<file path="config.mk">
export PLATFORM = sky130hd
export DESIGN_NAME = pcd_ports
export DESIGN_NICKNAME = d
export VERILOG_FILES = /design/src/pcd_pkg.sv /design/src/pcd_sync2.sv /design/src/pcd_port_mux.sv /design/src/pcd_ports.sv
export SDC_FILE = /design/constraint.sdc
export NUM_CORES = 1
export LEC_CHECK = 0
export BUFFER_PORTS_ARGS = -buffer_cell sky130_fd_sc_hd__buf_2
export CAP_MARGIN = 5
export CORE_ASPECT_RATIO = 0.6
export CORE_MARGIN = 4
export CORE_UTILIZATION = 45
export CTS_CLUSTER_DIAMETER = 60
export DETAILED_ROUTE_END_ITERATION = 8
export GPL_TIMING_DRIVEN = 0
export PLACE_DENSITY = 0.81
export SETUP_SLACK_MARGIN = 0.15
export SYNTH_ARGS = -nofsm -noshare
export SYNTH_HDL_FRONTEND = slang
export SYNTH_SLANG_ARGS = --single-unit
</file>
<file path="constraint.sdc">
create_clock -name pclk -period 2.9 [get_ports pclk]
set_input_delay 0.435 -clock pclk [delete_from_list [all_inputs] [get_ports pclk]]
set_output_delay 0.435 -clock pclk [all_outputs]
set_load 0.01 [all_outputs]
</file>
<file path="src/pcd_pkg.sv">
/*
 * Shared constants, types and helpers for the third and fourth port pin
 * logic: register indices, reset values, function select codes and the
 * per-pin tables of legal functions.
 * Assumes a 32-bit APB slave where a register's byte address is its index
 * times four.
 */
`default_nettype none

package pcd_pkg;

    // ****************************************************************
    // Sizes and register map
    // ****************************************************************
    localparam int unsigned PCD_PINS  = 8;
    localparam int unsigned PCD_SEL_W = 3;
    localparam int unsigned PCD_ALT_N = 4;

    localparam logic [9:0] PCD_IDX_C_DATA = 10'h007;
    localparam logic [9:0] PCD_IDX_D_DATA = 10'h008;
    localparam logic [9:0] PCD_IDX_C_DIR  = 10'h087;
    localparam logic [9:0] PCD_IDX_D_DIR  = 10'h088;
    localparam logic [9:0] PCD_IDX_C_SEL  = 10'h090;
    localparam logic [9:0] PCD_IDX_D_SEL  = 10'h091;

    localparam logic [7:0]  PCD_DIR_RESET   = 8'hff;
    localparam logic [7:0]  PCD_LATCH_POR   = 8'h00;
    localparam logic [23:0] PCD_SEL_RESET   = 24'h000000;
    localparam logic [7:0]  PCD_OSC_PINS    = 8'hc0;
    localparam logic [7:0]  PCD_NONE        = 8'h00;
    localparam logic [7:0]  PCD_ALL         = 8'hff;

    // ****************************************************************
    // Function select codes and legal codes per pin (bit k = code k)
    // ****************************************************************
    localparam logic [2:0] PCD_SEL_GPIO = 3'h0;
    localparam logic [2:0] PCD_SEL_LCD  = 3'h1;
    localparam logic [2:0] PCD_SEL_ALT0 = 3'h2;

    // Pins 7..0 of the third port
    localparam logic [63:0] PCD_LEGAL_C = 64'h3f3f0f0f03010101;
    // Pins 7..0 of the fourth port
    localparam logic [63:0] PCD_LEGAL_D = 64'h0303030303050103;

    typedef enum logic [1:0] {
        PCD_OSC_LP  = 2'h0,
        PCD_OSC_XT  = 2'h1,
        PCD_OSC_HS  = 2'h2,
        PCD_OSC_INT = 2'h3
    } pcd_osc_t;

    typedef struct packed {
        logic [3:0] out;
        logic [3:0] drive_n;
    } pcd_alt_t;

    typedef struct packed {
        logic [7:0] out;
        logic [7:0] drive_n;
    } pcd_lcd_t;

    typedef struct packed {
        logic [7:0] out;
        logic [7:0] oe_n;
    } pcd_pins_t;

    localparam pcd_pins_t PCD_PINS_IDLE = 16'h00ff;

    // ****************************************************************
    // Helpers
    // ****************************************************************
    function automatic logic [7:0] pcd_osc_mask(input pcd_osc_t mode);
        pcd_osc_mask = (mode == PCD_OSC_INT) ? PCD_NONE : PCD_OSC_PINS;
    endfunction : pcd_osc_mask

    // Byte merge under the APB strobes, then drop unsupported codes to GPIO
    function automatic logic [23:0] pcd_sel_write(input logic [23:0] old,
                                                  input logic [23:0] wdata,
                                                  input logic [2:0]  strb,
                                                  input logic [63:0] legal);
        logic [23:0] merged;
        logic [2:0]  code;
        merged = old;
        for (int b = 0; b < 3; b++) begin
            if (strb[b]) begin
                merged[b*8 +: 8] = wdata[b*8 +: 8];
            end
        end
        for (int p = 0; p < PCD_PINS; p++) begin
            code = merged[p*PCD_SEL_W +: PCD_SEL_W];
            if (!legal[p*8 + int'(code)]) begin
                merged[p*PCD_SEL_W +: PCD_SEL_W] = PCD_SEL_GPIO;
            end
        end
        pcd_sel_write = merged;
    endfunction : pcd_sel_write

endpackage : pcd_pkg

`default_nettype wire

</file>
<file path="src/pcd_sync2.sv">
/*
 * Two flip-flop synchroniser for pin levels.
 * Assumes the inputs come from pins, asynchronous to pclk.
 */
`timescale 1ns/1ps
`default_nettype none

module pcd_sync2 #(
    parameter int unsigned WIDTH = 8
) (
    input  wire logic             pclk,
    input  wire logic             presetn,
    input  wire logic [WIDTH-1:0] async_in,
    output var  logic [WIDTH-1:0] sync_out
);

    logic [WIDTH-1:0] meta_reg;

    // First stage feeds only the second stage
    always_ff @(posedge pclk or negedge presetn) begin
        if (!presetn) begin
            meta_reg <= '0;
            sync_out <= '0;
        end else begin
            meta_reg <= async_in;
            sync_out <= meta_reg;
        end
    end

endmodule : pcd_sync2

`default_nettype wire

</file>
<file path="src/pcd_port_mux.sv">
/*
 * Per-pin output selection for one eight-pin port: GPIO latch, LCD line or
 * one of four peripheral alternates, registered onto the pin drivers.
 * Assumes the select field only holds legal codes for each pin.
 */
`timescale 1ns/1ps
`default_nettype none

module pcd_port_mux
    import pcd_pkg::*;
(
    input  wire logic                  pclk,
    input  wire logic                  presetn,
    input  wire logic [7:0]            latch,
    input  wire logic [7:0]            dir,
    input  wire logic [23:0]           sel,
    input  wire logic [7:0]            hold,
    input  wire pcd_alt_t [7:0]        alt,
    input  wire pcd_lcd_t              lcd,
    output var  pcd_pins_t             pins
);

    pcd_pins_t pins_next;

    always_comb begin
        logic [2:0] code;
        logic [2:0] k;
        code = PCD_SEL_GPIO;
        k = 3'h0;
        pins_next = PCD_PINS_IDLE;
        for (int p = 0; p < PCD_PINS; p++) begin
            code = sel[p*PCD_SEL_W +: PCD_SEL_W];
            k = code - PCD_SEL_ALT0;
            if (hold[p]) begin
                pins_next.out[p]  = 1'b0;
                pins_next.oe_n[p] = 1'b1;
            end else begin
                case (code)
                    PCD_SEL_GPIO: begin
                        pins_next.out[p]  = latch[p];
                        pins_next.oe_n[p] = dir[p];
                    end
                    PCD_SEL_LCD: begin
                        pins_next.out[p]  = lcd.out[p];
                        pins_next.oe_n[p] = lcd.drive_n[p];
                    end
                    default: begin
                        pins_next.out[p]  = alt[p].out[k[1:0]];
                        pins_next.oe_n[p] = alt[p].drive_n[k[1:0]];
                    end
                endcase
            end
        end
    end

    always_ff @(posedge pclk or negedge presetn) begin
        if (!presetn) begin
            pins <= PCD_PINS_IDLE;
        end else begin
            pins <= pins_next;
        end
    end

endmodule : pcd_port_mux

`default_nettype wire

</file>
<file path="src/pcd_ports.sv">
/*
 * Third and fourth general purpose I/O ports: data latches, direction
 * registers, function selects and pin multiplexing, reached over APB.
 * Assumes pins arrive asynchronously, peripherals and the LCD driver run
 * on pclk, and sys_reset is a synchronous pulse from the reset controller
 * for every reset source other than power-on and brown-out.
 */
// Overview of operation
// - Fourth port: eight pins, filtered inputs
// - Each fourth port pin has own direction
// - Direction one tri-states, zero drives pin
// - Fourth direction at 88h, resets all ones
// - Fourth data read returns present pin levels
// - Oscillator modes force direction 7:6 read one
// - Data latches kept through non power resets
// - Third pin 3: GPIO or LCD segment
// - Third pin 4: GPIO, gate, serial out, LCD
// - Third pin 5: GPIO, timer clock, CCP, LCD
// - Third pin 6: GPIO, TX, clocks, I2C, LCD
// - Third pin 7: GPIO, RX, data lines, LCD
// - Fourth pin 0: GPIO or LCD common
// - Fourth pin 1: GPIO only
// - Fourth pin 2: GPIO or second CCP
// - Fourth pins 3-7: GPIO or LCD segments
// - LCD lines drive pins directly, own tri-state
// - Fourth port absent on small variants
// - Data write updates latch driven on outputs
// - Third direction at 87h, resets all ones
`timescale 1ns/1ps
`default_nettype none

module pcd_ports
    import pcd_pkg::*;
#(
    parameter bit HAS_FOURTH_PORT = 1'b1
) (
    input  wire logic            pclk,
    input  wire logic            presetn,
    input  wire logic            sys_reset,
    input  wire pcd_osc_t        osc_mode,
    input  wire logic            psel,
    input  wire logic            penable,
    input  wire logic            pwrite,
    input  wire logic [11:0]     paddr,
    input  wire logic [31:0]     pwdata,
    input  wire logic [3:0]      pstrb,
    output var  logic [31:0]     prdata,
    output var  logic            pready,
    output var  logic            pslverr,
    input  wire logic [7:0]      pin_c_in,
    input  wire logic [7:0]      pin_d_in,
    output var  pcd_pins_t       pins_c,
    output var  pcd_pins_t       pins_d,
    input  wire pcd_alt_t [7:0]  alt_c,
    input  wire pcd_alt_t [7:0]  alt_d,
    input  wire pcd_lcd_t        lcd_c,
    input  wire pcd_lcd_t        lcd_d,
    output var  logic [7:0]      level_c,
    output var  logic [7:0]      level_d,
    output var  logic [23:0]     sel_c,
    output var  logic [23:0]     sel_d
);

    // ****************************************************************
    // Pin inputs
    // ****************************************************************
    logic [7:0] lvl_c;
    logic [7:0] lvl_d;
    logic [7:0] pin_d_gated;

    // An absent port has no pads; keep its input path quiet
    assign pin_d_gated = HAS_FOURTH_PORT ? pin_d_in : PCD_NONE;

    // Pad buffers filter; here the levels are brought onto pclk
    pcd_sync2 #(
        .WIDTH    (PCD_PINS)
    ) u_sync_c (
        .pclk     (pclk),
        .presetn  (presetn),
        .async_in (pin_c_in),
        .sync_out (lvl_c)
    );

    pcd_sync2 #(
        .WIDTH    (PCD_PINS)
    ) u_sync_d (
        .pclk     (pclk),
        .presetn  (presetn),
        .async_in (pin_d_gated),
        .sync_out (lvl_d)
    );

    assign level_c = lvl_c;
    assign level_d = lvl_d;

    // ****************************************************************
    // APB decode
    // ****************************************************************
    logic        setup;
    logic        access;
    logic [9:0]  idx;
    logic        aligned;
    logic [7:0]  osc_mask;
    logic [31:0] rdata_next;
    logic        err_next;
    logic        wr_ok;
    logic        wr_c_data;
    logic        wr_d_data;
    logic        wr_c_dir;
    logic        wr_d_dir;
    logic        wr_c_sel;
    logic        wr_d_sel;
    logic [31:0] prdata_reg;
    logic        slverr_reg;
    logic [7:0]  latch_c_reg;
    logic [7:0]  latch_d_reg;
    logic [7:0]  dir_c_reg;
    logic [7:0]  dir_d_reg;
    logic [23:0] sel_c_reg;
    logic [23:0] sel_d_reg;

    assign setup    = psel & ~penable;
    assign access   = psel & penable;
    assign idx      = paddr[11:2];
    assign aligned  = (paddr[1:0] == 2'h0);
    assign osc_mask = pcd_osc_mask(osc_mode);

    always_comb begin
        rdata_next = '0;
        err_next   = 1'b0;
        if (!aligned) begin
            err_next = 1'b1;
        end else begin
            case (idx)
                PCD_IDX_C_DATA: begin
                    rdata_next[7:0] = lvl_c;
                end
                PCD_IDX_D_DATA: begin
                    rdata_next[7:0] = lvl_d;
                    err_next = !HAS_FOURTH_PORT;
                end
                PCD_IDX_C_DIR: begin
                    rdata_next[7:0] = dir_c_reg | osc_mask;
                end
                PCD_IDX_D_DIR: begin
                    rdata_next[7:0] = dir_d_reg | osc_mask;
                    err_next = !HAS_FOURTH_PORT;
                end
                PCD_IDX_C_SEL: begin
                    rdata_next[23:0] = sel_c_reg;
                end
                PCD_IDX_D_SEL: begin
                    rdata_next[23:0] = sel_d_reg;
                    err_next = !HAS_FOURTH_PORT;
                end
                default: begin
                    err_next = 1'b1;
                end
            endcase
        end
    end

    // Writes land only on the access edge and never on an error
    assign wr_ok     = access & pwrite & ~err_next;
    assign wr_c_data = wr_ok & pstrb[0] & (idx == PCD_IDX_C_DATA);
    assign wr_d_data = wr_ok & pstrb[0] & (idx == PCD_IDX_D_DATA);
    assign wr_c_dir  = wr_ok & pstrb[0] & (idx == PCD_IDX_C_DIR);
    assign wr_d_dir  = wr_ok & pstrb[0] & (idx == PCD_IDX_D_DIR);
    assign wr_c_sel  = wr_ok & (idx == PCD_IDX_C_SEL);
    assign wr_d_sel  = wr_ok & (idx == PCD_IDX_D_SEL);

    // Read data is caught in the setup cycle so the access phase is
    // zero wait; a pin change during the access phase shows next read
    always_ff @(posedge pclk or negedge presetn) begin
        if (!presetn) begin
            prdata_reg <= '0;
            slverr_reg <= 1'b0;
        end else if (setup) begin
            prdata_reg <= rdata_next;
            slverr_reg <= err_next;
        end
    end

    assign prdata  = prdata_reg;
    assign pready  = access;
    assign pslverr = access & slverr_reg;

    // ****************************************************************
    // Port registers
    // ****************************************************************
    // Only power-on reset touches the latches; other resets leave them
    always_ff @(posedge pclk or negedge presetn) begin
        if (!presetn) begin
            latch_c_reg <= PCD_LATCH_POR;
            latch_d_reg <= PCD_LATCH_POR;
        end else begin
            if (wr_c_data) begin
                latch_c_reg <= pwdata[7:0];
            end
            if (wr_d_data) begin
                latch_d_reg <= pwdata[7:0];
            end
        end
    end

    always_ff @(posedge pclk or negedge presetn) begin
        if (!presetn) begin
            dir_c_reg <= PCD_DIR_RESET;
            dir_d_reg <= PCD_DIR_RESET;
        end else if (sys_reset) begin
            dir_c_reg <= PCD_DIR_RESET;
            dir_d_reg <= PCD_DIR_RESET;
        end else begin
            if (wr_c_dir) begin
                dir_c_reg <= pwdata[7:0];
            end
            if (wr_d_dir) begin
                dir_d_reg <= pwdata[7:0];
            end
        end
    end

    // Unsupported codes fall back to GPIO rather than a floating pin
    always_ff @(posedge pclk or negedge presetn) begin
        if (!presetn) begin
            sel_c_reg <= PCD_SEL_RESET;
            sel_d_reg <= PCD_SEL_RESET;
        end else if (sys_reset) begin
            sel_c_reg <= PCD_SEL_RESET;
            sel_d_reg <= PCD_SEL_RESET;
        end else begin
            if (wr_c_sel) begin
                sel_c_reg <= pcd_sel_write(sel_c_reg, pwdata[23:0],
                                           pstrb[2:0], PCD_LEGAL_C);
            end
            if (wr_d_sel) begin
                sel_d_reg <= pcd_sel_write(sel_d_reg, pwdata[23:0],
                                           pstrb[2:0], PCD_LEGAL_D);
            end
        end
    end

    assign sel_c = sel_c_reg;
    assign sel_d = sel_d_reg;

    // ****************************************************************
    // Pin drivers
    // ****************************************************************
    logic [7:0] hold_d;

    assign hold_d = HAS_FOURTH_PORT ? osc_mask : PCD_ALL;

    pcd_port_mux u_mux_c (
        .pclk    (pclk),
        .presetn (presetn),
        .latch   (latch_c_reg),
        .dir     (dir_c_reg),
        .sel     (sel_c_reg),
        .hold    (osc_mask),
        .alt     (alt_c),
        .lcd     (lcd_c),
        .pins    (pins_c)
    );

    pcd_port_mux u_mux_d (
        .pclk    (pclk),
        .presetn (presetn),
        .latch   (latch_d_reg),
        .dir     (dir_d_reg),
        .sel     (sel_d_reg),
        .hold    (hold_d),
        .alt     (alt_d),
        .lcd     (lcd_d),
        .pins    (pins_d)
    );

    // ****************************************************************
    // Checks
    // ****************************************************************
    dir_reset_a: assert property (
        @(posedge pclk) disable iff (!presetn)
        sys_reset |=> (dir_c_reg == PCD_DIR_RESET)
                      && (dir_d_reg == PCD_DIR_RESET))
        else $error("direction not all ones after reset");

    latch_keep_a: assert property (
        @(posedge pclk) disable iff (!presetn)
        (sys_reset && !wr_c_data && !wr_d_data)
        |=> $stable(latch_c_reg) && $stable(latch_d_reg))
        else $error("data latch changed by a non power reset");

    pin_read_a: assert property (
        @(posedge pclk) disable iff (!presetn)
        (setup && aligned && idx == PCD_IDX_D_DATA && HAS_FOURTH_PORT)
        |=> (prdata[7:0] == $past(lvl_d)) && (pslverr == 1'b0))
        else $error("data read does not show pin levels");

    osc_readback_a: assert property (
        @(posedge pclk) disable iff (!presetn)
        (setup && aligned && idx == PCD_IDX_D_DIR
         && osc_mode != PCD_OSC_INT && HAS_FOURTH_PORT)
        |=> prdata[7:6] == 2'h3)
        else $error("direction 7:6 not read as one");

    latch_write_a: assert property (
        @(posedge pclk) disable iff (!presetn)
        wr_d_data |=> latch_d_reg == $past(pwdata[7:0]))
        else $error("data write not stored in latch");

    gpio_input_a: assert property (
        @(posedge pclk) disable iff (!presetn)
        (HAS_FOURTH_PORT && sel_d_reg[2:0] == PCD_SEL_GPIO && dir_d_reg[0])
        |=> pins_d.oe_n[0])
        else $error("input pin not tri-stated");

    gpio_drive_a: assert property (
        @(posedge pclk) disable iff (!presetn)
        (HAS_FOURTH_PORT && sel_d_reg[2:0] == PCD_SEL_GPIO && !dir_d_reg[0])
        |=> !pins_d.oe_n[0] && pins_d.out[0] == $past(latch_d_reg[0]))
        else $error("output pin not driving latch value");

    alt_override_a: assert property (
        @(posedge pclk) disable iff (!presetn)
        (sel_c_reg[17:15] == PCD_SEL_ALT0 + 3'h1 && !alt_c[5].drive_n[1])
        |=> !pins_c.oe_n[5] && pins_c.out[5] == $past(alt_c[5].out[1]))
        else $error("peripheral does not own its pin");

    lcd_direct_a: assert property (
        @(posedge pclk) disable iff (!presetn)
        sel_c_reg[11:9] == PCD_SEL_LCD
        |=> pins_c.oe_n[3] == $past(lcd_c.drive_n[3])
            && pins_c.out[3] == $past(lcd_c.out[3]))
        else $error("segment line not passed to pin");

    gpio_only_a: assert property (
        @(posedge pclk) disable iff (!presetn)
        sel_d_reg[5:3] == PCD_SEL_GPIO)
        else $error("pin with no alternate left GPIO");

    sel_legal_a: assert property (
        @(posedge pclk) disable iff (!presetn)
        (wr_c_sel && pstrb[1] && pwdata[11:9] == PCD_SEL_ALT0)
        |=> sel_c_reg[11:9] == PCD_SEL_GPIO)
        else $error("unsupported function accepted");

    absent_port_a: assert property (
        @(posedge pclk) disable iff (!presetn)
        !HAS_FOURTH_PORT |-> pins_d.oe_n == PCD_ALL)
        else $error("absent port drives a pin");

endmodule : pcd_ports

`default_nettype wire

</file>
# After elaboration in Yosys (flattened, before gate mapping)
# Memory sizes are Yosys's and may differ from the RTL's.
# Index checks and enable logic that the tools add are counted.
classes:
  add_sub_neg: 30
  order_cmp: 32
  n_eq_ne: 23
  muxes: 206
  n_bitwise: 16
  n_reduce_logical: 22
ops:
  columns: ["operator", "n"]
  rows:
  - ["2-to-1 mux 8 bit", 23]
  - ["2-to-1 mux 24 bit", 5]
  - ["2-to-1 mux 1 bit", 96]
  - ["binary-select mux 1 bit (select 2 bit)", 32]
  - ["case mux 1 bit (2 select lines)", 32]
  - ["adder 6 x 3 -> 7 bit, first input constant", 8]
  - ["less-than comparator 7 bit, second input constant", 8]
  - ["equality test 3 x 1 -> 1 bit, second input constant", 16]
  - ["logical NOT 3 bit", 16]
  - ["less-than comparator 2 x 3 -> 1 bit, second input constant", 16]
  - ["2-to-1 mux 3 bit", 16]
  - ["case mux 8 bit (6 select lines)", 1]
  - ["equality test 10 x 8 -> 1 bit, second input constant", 4]
  - ["case mux 16 bit (2 select lines)", 1]
  - ["subtractor 2 bit, second input constant", 16]
  - ["less-than comparator 6 x 7 -> 1 bit, second input constant", 4]
  - ["adder 5 x 3 -> 6 bit, first input constant", 4]
  - ["OR 8 bit", 2]
  - ["less-than comparator 3 x 7 -> 1 bit, second input constant", 2]
  - ["less-than comparator 5 x 7 -> 1 bit, second input constant", 2]
  - ["bitwise AND 1 bit", 12]
  - ["adder 4 x 3 -> 5 bit, first input constant", 2]
  - ["equality test 10 x 3 -> 1 bit, second input constant", 1]
  - ["equality test 10 x 4 -> 1 bit, second input constant", 1]
  - ["other kinds (5)", 9]
totals:
  register_bits: 169
  romBits: 912
  inputBits: 232
  output_inout_bits: 130
  word_cells: 361
  mem_count: 16
memory_table:
  columns: ["memory", "words", "word_bits", "rd", "rd_clocked_by_memory_dff", "wr", "line_no", "text"]
  rows:
  - ["(no name shown)", 64, 1, 1, 0, 0, "pcd_pkg.sv:91", "if (!legal[p*8 + int'(code)]) begin"]
  - ["(no name shown)", 64, 1, 1, 0, 0, "pcd_pkg.sv:91", null]
  - ["(no name shown)", 64, 1, 1, 0, 0, "pcd_pkg.sv:91", null]
  - ["(no name shown)", 64, 1, 1, 0, 0, "pcd_pkg.sv:91", null]
  - ["(no name shown)", 64, 1, 1, 0, 0, "pcd_pkg.sv:91", null]
  - ["(no name shown)", 64, 1, 1, 0, 0, "pcd_pkg.sv:91", null]
  - ["10 more memories", null, null, null, null, null, null, null]

# Depth between registers and ports, before layout
logic_depth:
  word_depth: 16
  depth_mapped: 7
  depth_no_buf: 5

# Cells and area by module
# Synthesis repeated with hierarchy kept, for this count alone.
unflattened:
  cells_unflattened: 667
  area_unflattened_um2: 8346.8
modules_own_cells:
  columns: ["mod", "n_inst", "cells_per_inst", "area_per_inst_um2", "seq_area_each_um2"]
  rows:
  - ["pcd_ports", 1, 455, 5028.6, 2597.5]
  - ["pcd_port_mux", 2, 90, 1258.7, 410.4]
  - ["pcd_sync2", 2, 16, 400.4, 400.4]

# Least setup slack after synthesis
# Ideal clock, no wire load.
synth_path:
  path_kind: "input to register"
  start: "input paddr[7]"
  end: "register latch_c_reg[0]"
  setup_ps: 125
  arrival_ps: 2247
  required_time_ps: 2775
  slack_ps: 528
  stages: 6
  n_path_buf: 2
  cell_sequence: "or4_1 > buf_2 > or3_1 > buf_6 > nor3_4 > mux2_2"
synth_between:
  elab_chain_cells: 8
  elab_cells_between_ends: 13
  classes_between: "eq/ne: 6; mux: 2; bitwise: 4; reduce/logical: 1"
synth_rtl:
  columns: ["item", "line_no", "text"]
  rows:
  - ["start: declaration", "pcd_ports.sv:44", "input wire logic [11:0] paddr,"]
  - ["equality test 10 x 3 -> 1 bit, or another cell as far along", "pcd_ports.sv:134, pcd_ports.sv:165", null]
  - ["OR reduction 6 bit (no source line)", null, null]
  - ["2-to-1 mux 1 bit", "pcd_ports.sv:134", "case (idx)"]
  - ["2-to-1 mux 1 bit", "pcd_ports.sv:131", "if (!aligned) begin"]
  - ["inverter 1 bit", "pcd_ports.sv:164", "assign wr_ok = access & pwrite & ~err_next;"]
  - ["bitwise AND 1 bit", "pcd_ports.sv:164", null]
  - ["bitwise AND 1 bit", "pcd_ports.sv:165", "assign wr_c_data = wr_ok & pstrb[0] & (idx == PCD_IDX_C_DATA);"]
  - ["bitwise AND 1 bit (*)", "pcd_ports.sv:165", null]
  - ["end signal: assignment", "pcd_ports.sv:198", "latch_c_reg <= pwdata[7:0];"]
  - ["end: declaration", "pcd_ports.sv:115", "logic [7:0] latch_c_reg;"]
# Mark *: on every way between the ends. The rest lies on a longest branch, timed or not.
# A chain may end at the register's enable or synchronous reset.

# Final worst setup path
layout_path:
  start: "input paddr[1]"
  end: "register dir_c_reg[6]"
layout_between:
  elab_chain_cells: 7
layout_rtl:
  columns: ["item", "line_no", "text"]
  rows:
  - ["logical NOT 2 bit", "pcd_ports.sv:125", "assign aligned = (paddr[1:0] == 2'h0);"]
  - ["2-to-1 mux 1 bit", "pcd_ports.sv:131", null]
  - ["inverter 1 bit", "pcd_ports.sv:164", null]
  - ["bitwise AND 1 bit", "pcd_ports.sv:164", null]
  - ["bitwise AND 1 bit (2 in a row)", "pcd_ports.sv:167", "assign wr_c_dir = wr_ok & pstrb[0] & (idx == PCD_IDX_C_DIR);"]
  - ["nonzero test 2 bit (no source line)", null, null]
  - ["end signal: assignment", "pcd_ports.sv:215", "dir_c_reg <= pwdata[7:0];"]
  - ["end: declaration", "pcd_ports.sv:117", "logic [7:0] dir_c_reg;"]
# Every way passes these cells.

==> impl_metrics.json <==
{
  "p_per_area_nw_per_um2": 478,
  "fin_crit_sh_pct": 88.6,
  "ant_nets": 0,
  "rsz0062_at_grt": "false",
  "ys_types": 53,
  "crit_fanout": 9,
  "startpoint_type": "primary input",
  "die_area_um2": 19900,
  "clkTransAtPathRegs_ps": 80,
  "rows": 37,
  "grt_use_total_pct": 28.6,
  "critical_path_class": "in2reg",
  "yosysSeqAreaShare_pct": 53.2,
  "grt_pass1_vias": 7389,
  "muxShareOfSynthArea_pct": 17.8,
  "wl_per_cell_um": 22.7,
  "clockBufferDepth": 2,
  "synth_edf_count": 0,
  "critPathRequiredTime_ps": 3250,
  "end_kind": "register",
  "syn_to_final_growth_pct": 33.3,
  "clock_sinks": 167,
  "max_cap_viol_count": 0,
  "die_y_um": 111,
  "ys.flop_type": "dfrtp_1",
  "start_util_pct": 46.1,
  "wirelength_um": 28900,
  "root_buffer": "clkbuf_16",
  "synth_simple_gate_area_share_pct": 12.6,
  "synth_top_family_by_area": "multiplexers",
  "gp_congestion": 0.912,
  "yosysWarnings": 0,
  "vias": 7242,
  "leakagePower_uw": 0.00510,
  "firstDrtPassIters": 5,
  "stdcell_area_um2": 10600,
  "grt_overflow_total": 0,
  "timing_hold_violations_final": 0,
  "place.detailed.hpwl_um": 22400,
  "setup_viol": 0,
  "post-route-util_pct": 61.4,
  "worst_pin_slew_ps": 1220,
  "status": "finished clean",
  "final_layout_size_suffix_gt1_share_pct": 45.8,
  "core-area_um2": 17200,
  "grt_max_degree": 103,
  "cts_tree": "yes",
  "grt_antenna_before_repair": 6,
  "hp-class": "in2reg",
  "max_freq_mhz": 389,
  "nNetsFinal": 1255,
  "drt_iter0_markers": 629,
  "grt_pass1_wl_um": 43800,
  "synth_compound_area_share_pct": 12.5,
  "netlist_instances": 662,
  "fin_skew_ps": 9.35,
  "htreeDepth": 4,
  "die_w_um": 179,
  "cts_made_buffers": 17,
  "syn_area_um2": 7930,
  "via_per_inst": 5.68,
  "relSlewSlack_pct": 18.5,
  "fin_cells": 1274,
  "synthArstFlopShare_pct": 100,
  "synthAdderAreaFrac_pct": 0,
  "clk_latency_ps": 430,
  "io_buffers": 331,
  "ys_seq_elements": 167,
  "min_period_ps": 2570,
  "dpl_cell_area_um2": 9950,
  "drv_slew": 0,
  "drc_errors": 0,
  "arrival_ps": 2920,
  "syn_area_per_cell_um2": 12.0,
  "synthXorXnorAreaFrac_pct": 0,
  "placed_cells": 1237,
  "holdWs_ps": 101,
  "peakVddDrop_mv": 0.384,
  "ioPinCount": 362
}
==> synth_stat cells, types with 3 or more instances <==
| cell type | number | area [um2] |
|---|---|---|
| buf_4 | 10 | 75.1 |
| a211oi_1 | 7 | 52.6 |
| a22o_1 | 7 | 61.3 |
| nand3_1 | 9 | 45.0 |
| mux2_2 | 16 | 180 |
| o41ai_1 | 4 | 35.0 |
| and3_1 | 16 | 100 |
| mux4_2 | 32 | 721 |
| or3_1 | 4 | 25.0 |
| a21oi_1 | 32 | 160 |
| nor4_1 | 11 | 68.8 |
| o311ai_0 | 5 | 43.8 |
| nand2b_1 | 3 | 18.8 |
| o32ai_1 | 4 | 35.0 |
| dfrtp_1 | 135 | 3380 |
| a211o_1 | 16 | 140 |
| clkbuf_1 | 38 | 143 |
| a22oi_1 | 15 | 113 |
| o21ai_0 | 24 | 120 |
| buf_2 | 8 | 40.0 |
| and2_1 | 29 | 181 |
| nand4b_1 | 3 | 26.3 |
| nand4_1 | 6 | 37.5 |
| nor2_1 | 38 | 143 |
| nand2_1 | 40 | 150 |
| nor3_4 | 3 | 48.8 |
| mux2i_1 | 51 | 510 |
| o22a_1 | 7 | 61.3 |
| a21boi_0 | 8 | 60.1 |
| nor3_1 | 10 | 50.1 |
| dfstp_2 | 32 | 841 |
| inv_1 | 10 | 37.5 |
==> cell type report <==
type | count | area, um2
fill | 1484 | 6650
sequential | 167 | 4220
clock buffer | 17 | 425
buffer | 57 | 270
antenna | 4 | 10.0
inverter | 10 | 37.5
clock inverter | 15 | 175
timing repair buffer | 333 | 1700
tap | 234 | 293
multi-input combinational | 437 | 3440
==> worst paths after layout <==
kind / start / end / slack, ps / depth (start not counted)
max: paddr[1] / dir_c_reg[6] / 330 / 6
min: pin_c_in[0] / u_sync_c.meta_reg[0] / 100 / 1
max reg2reg: sel_d[18] / u_mux_d.pins[14] / 1210 / 4
min reg2reg: u_sync_c.meta_reg[0] / u_sync_c.sync_out[0] / 350 / 0
max in group asynchronous: presetn / dir_c_reg[6] / 1470 / 3
min in group asynchronous: presetn / u_mux_d.pins[11] / 550 / 2
==> cell usage in the layout, fill, tap and decap left out, types with 4 or more instances in the layout <==
cell type	n
and3_1	16
mux2i_1	51
o22a_1	7
buf_4	10
mux4_2	32
clkinv_8	4
o21ai_0	24
nand3_1	9
dfstp_2	32
or3_1	4
conb_1	10
a22o_1	7
a21boi_0	8
a211oi_1	7
inv_8	6
nor2_1	38
mux2_2	16
nand2_1	40
nor4_1	11
o311ai_0	5
and2_1	29
nand4_1	6
clkbuf_16	17
dfrtp_1	135
diode_2	4
buf_2	338
a211o_1	16
inv_1	10
clkbuf_1	37
o41ai_1	4
a22oi_1	15
nor3_1	10
o32ai_1	4
a21oi_1	32
==> through the flow <==
| stage | setup TNS (ps) | power [uW] | setup slack [ps] |
|---|---|---|---|
| 2_1_floorplan | 0 | 2540 | 528 |
| 3_3_place_gp | -163460 | 2800 | -1170 |
| 3_5_place_dp | -2080 | 2820 | -151 |
| 4_1_cts | 0 | 5080 | 285 |
| 5_1_grt | 0 | 5220 | 229 |
| 6_report | 0 | 5060 | 329 |
==> where the power goes <==
group / leakage [uW] / internal (uW) / switching [uW]
clock: 0.000290 / 1170 / 1110
sequential: 0.00214 / 2360 / 11.2
combinational: 0.00267 / 181 / 231
total: 0.00510 / 3700 / 1360
==> layer usage <==
| layer | wire length, um | vias to the layer above | GRT usage, % |
|---|---|---|---|
| li1 | - | 3202 | - |
| met1 | 12300 | 3579 | 39.7 |
| met4 | 801 | 6 | 9.99 |
| met3 | 2600 | 57 | 7.31 |
| met2 | 13100 | 398 | 44.1 |
| met5 | 39 | - | 0 |
==> what timing repair did <==
action                     in CTS  in global routing
hold buffers                    1                  0
setup endpoints to repair       0                  2
setup buffers                   0                  0
hold endpoints to repair       55                  0
resized for setup               0                  2
==> logic make-up (layout without fill, tap and decap cells) <==
| group | after synthesis | in the layout |
|---|---|---|
| AO/OA/AOI/OAI | 143 | 143 |
| other | 1 | 14 |
| flip-flops | 167 | 167 |
| AND/OR/NAND/NOR | 185 | 185 |
| multiplexers | 99 | 99 |
| buffers and inverters | 67 | 432 |
==> worst max-delay path, stage by stage <==
cell      delay, ps
buf_2           110
or3b_2          460
clkbuf_1        200
nor3_1          830
nand2_1         480
a211o_1         400
Power figures use the tool's default switching activity.
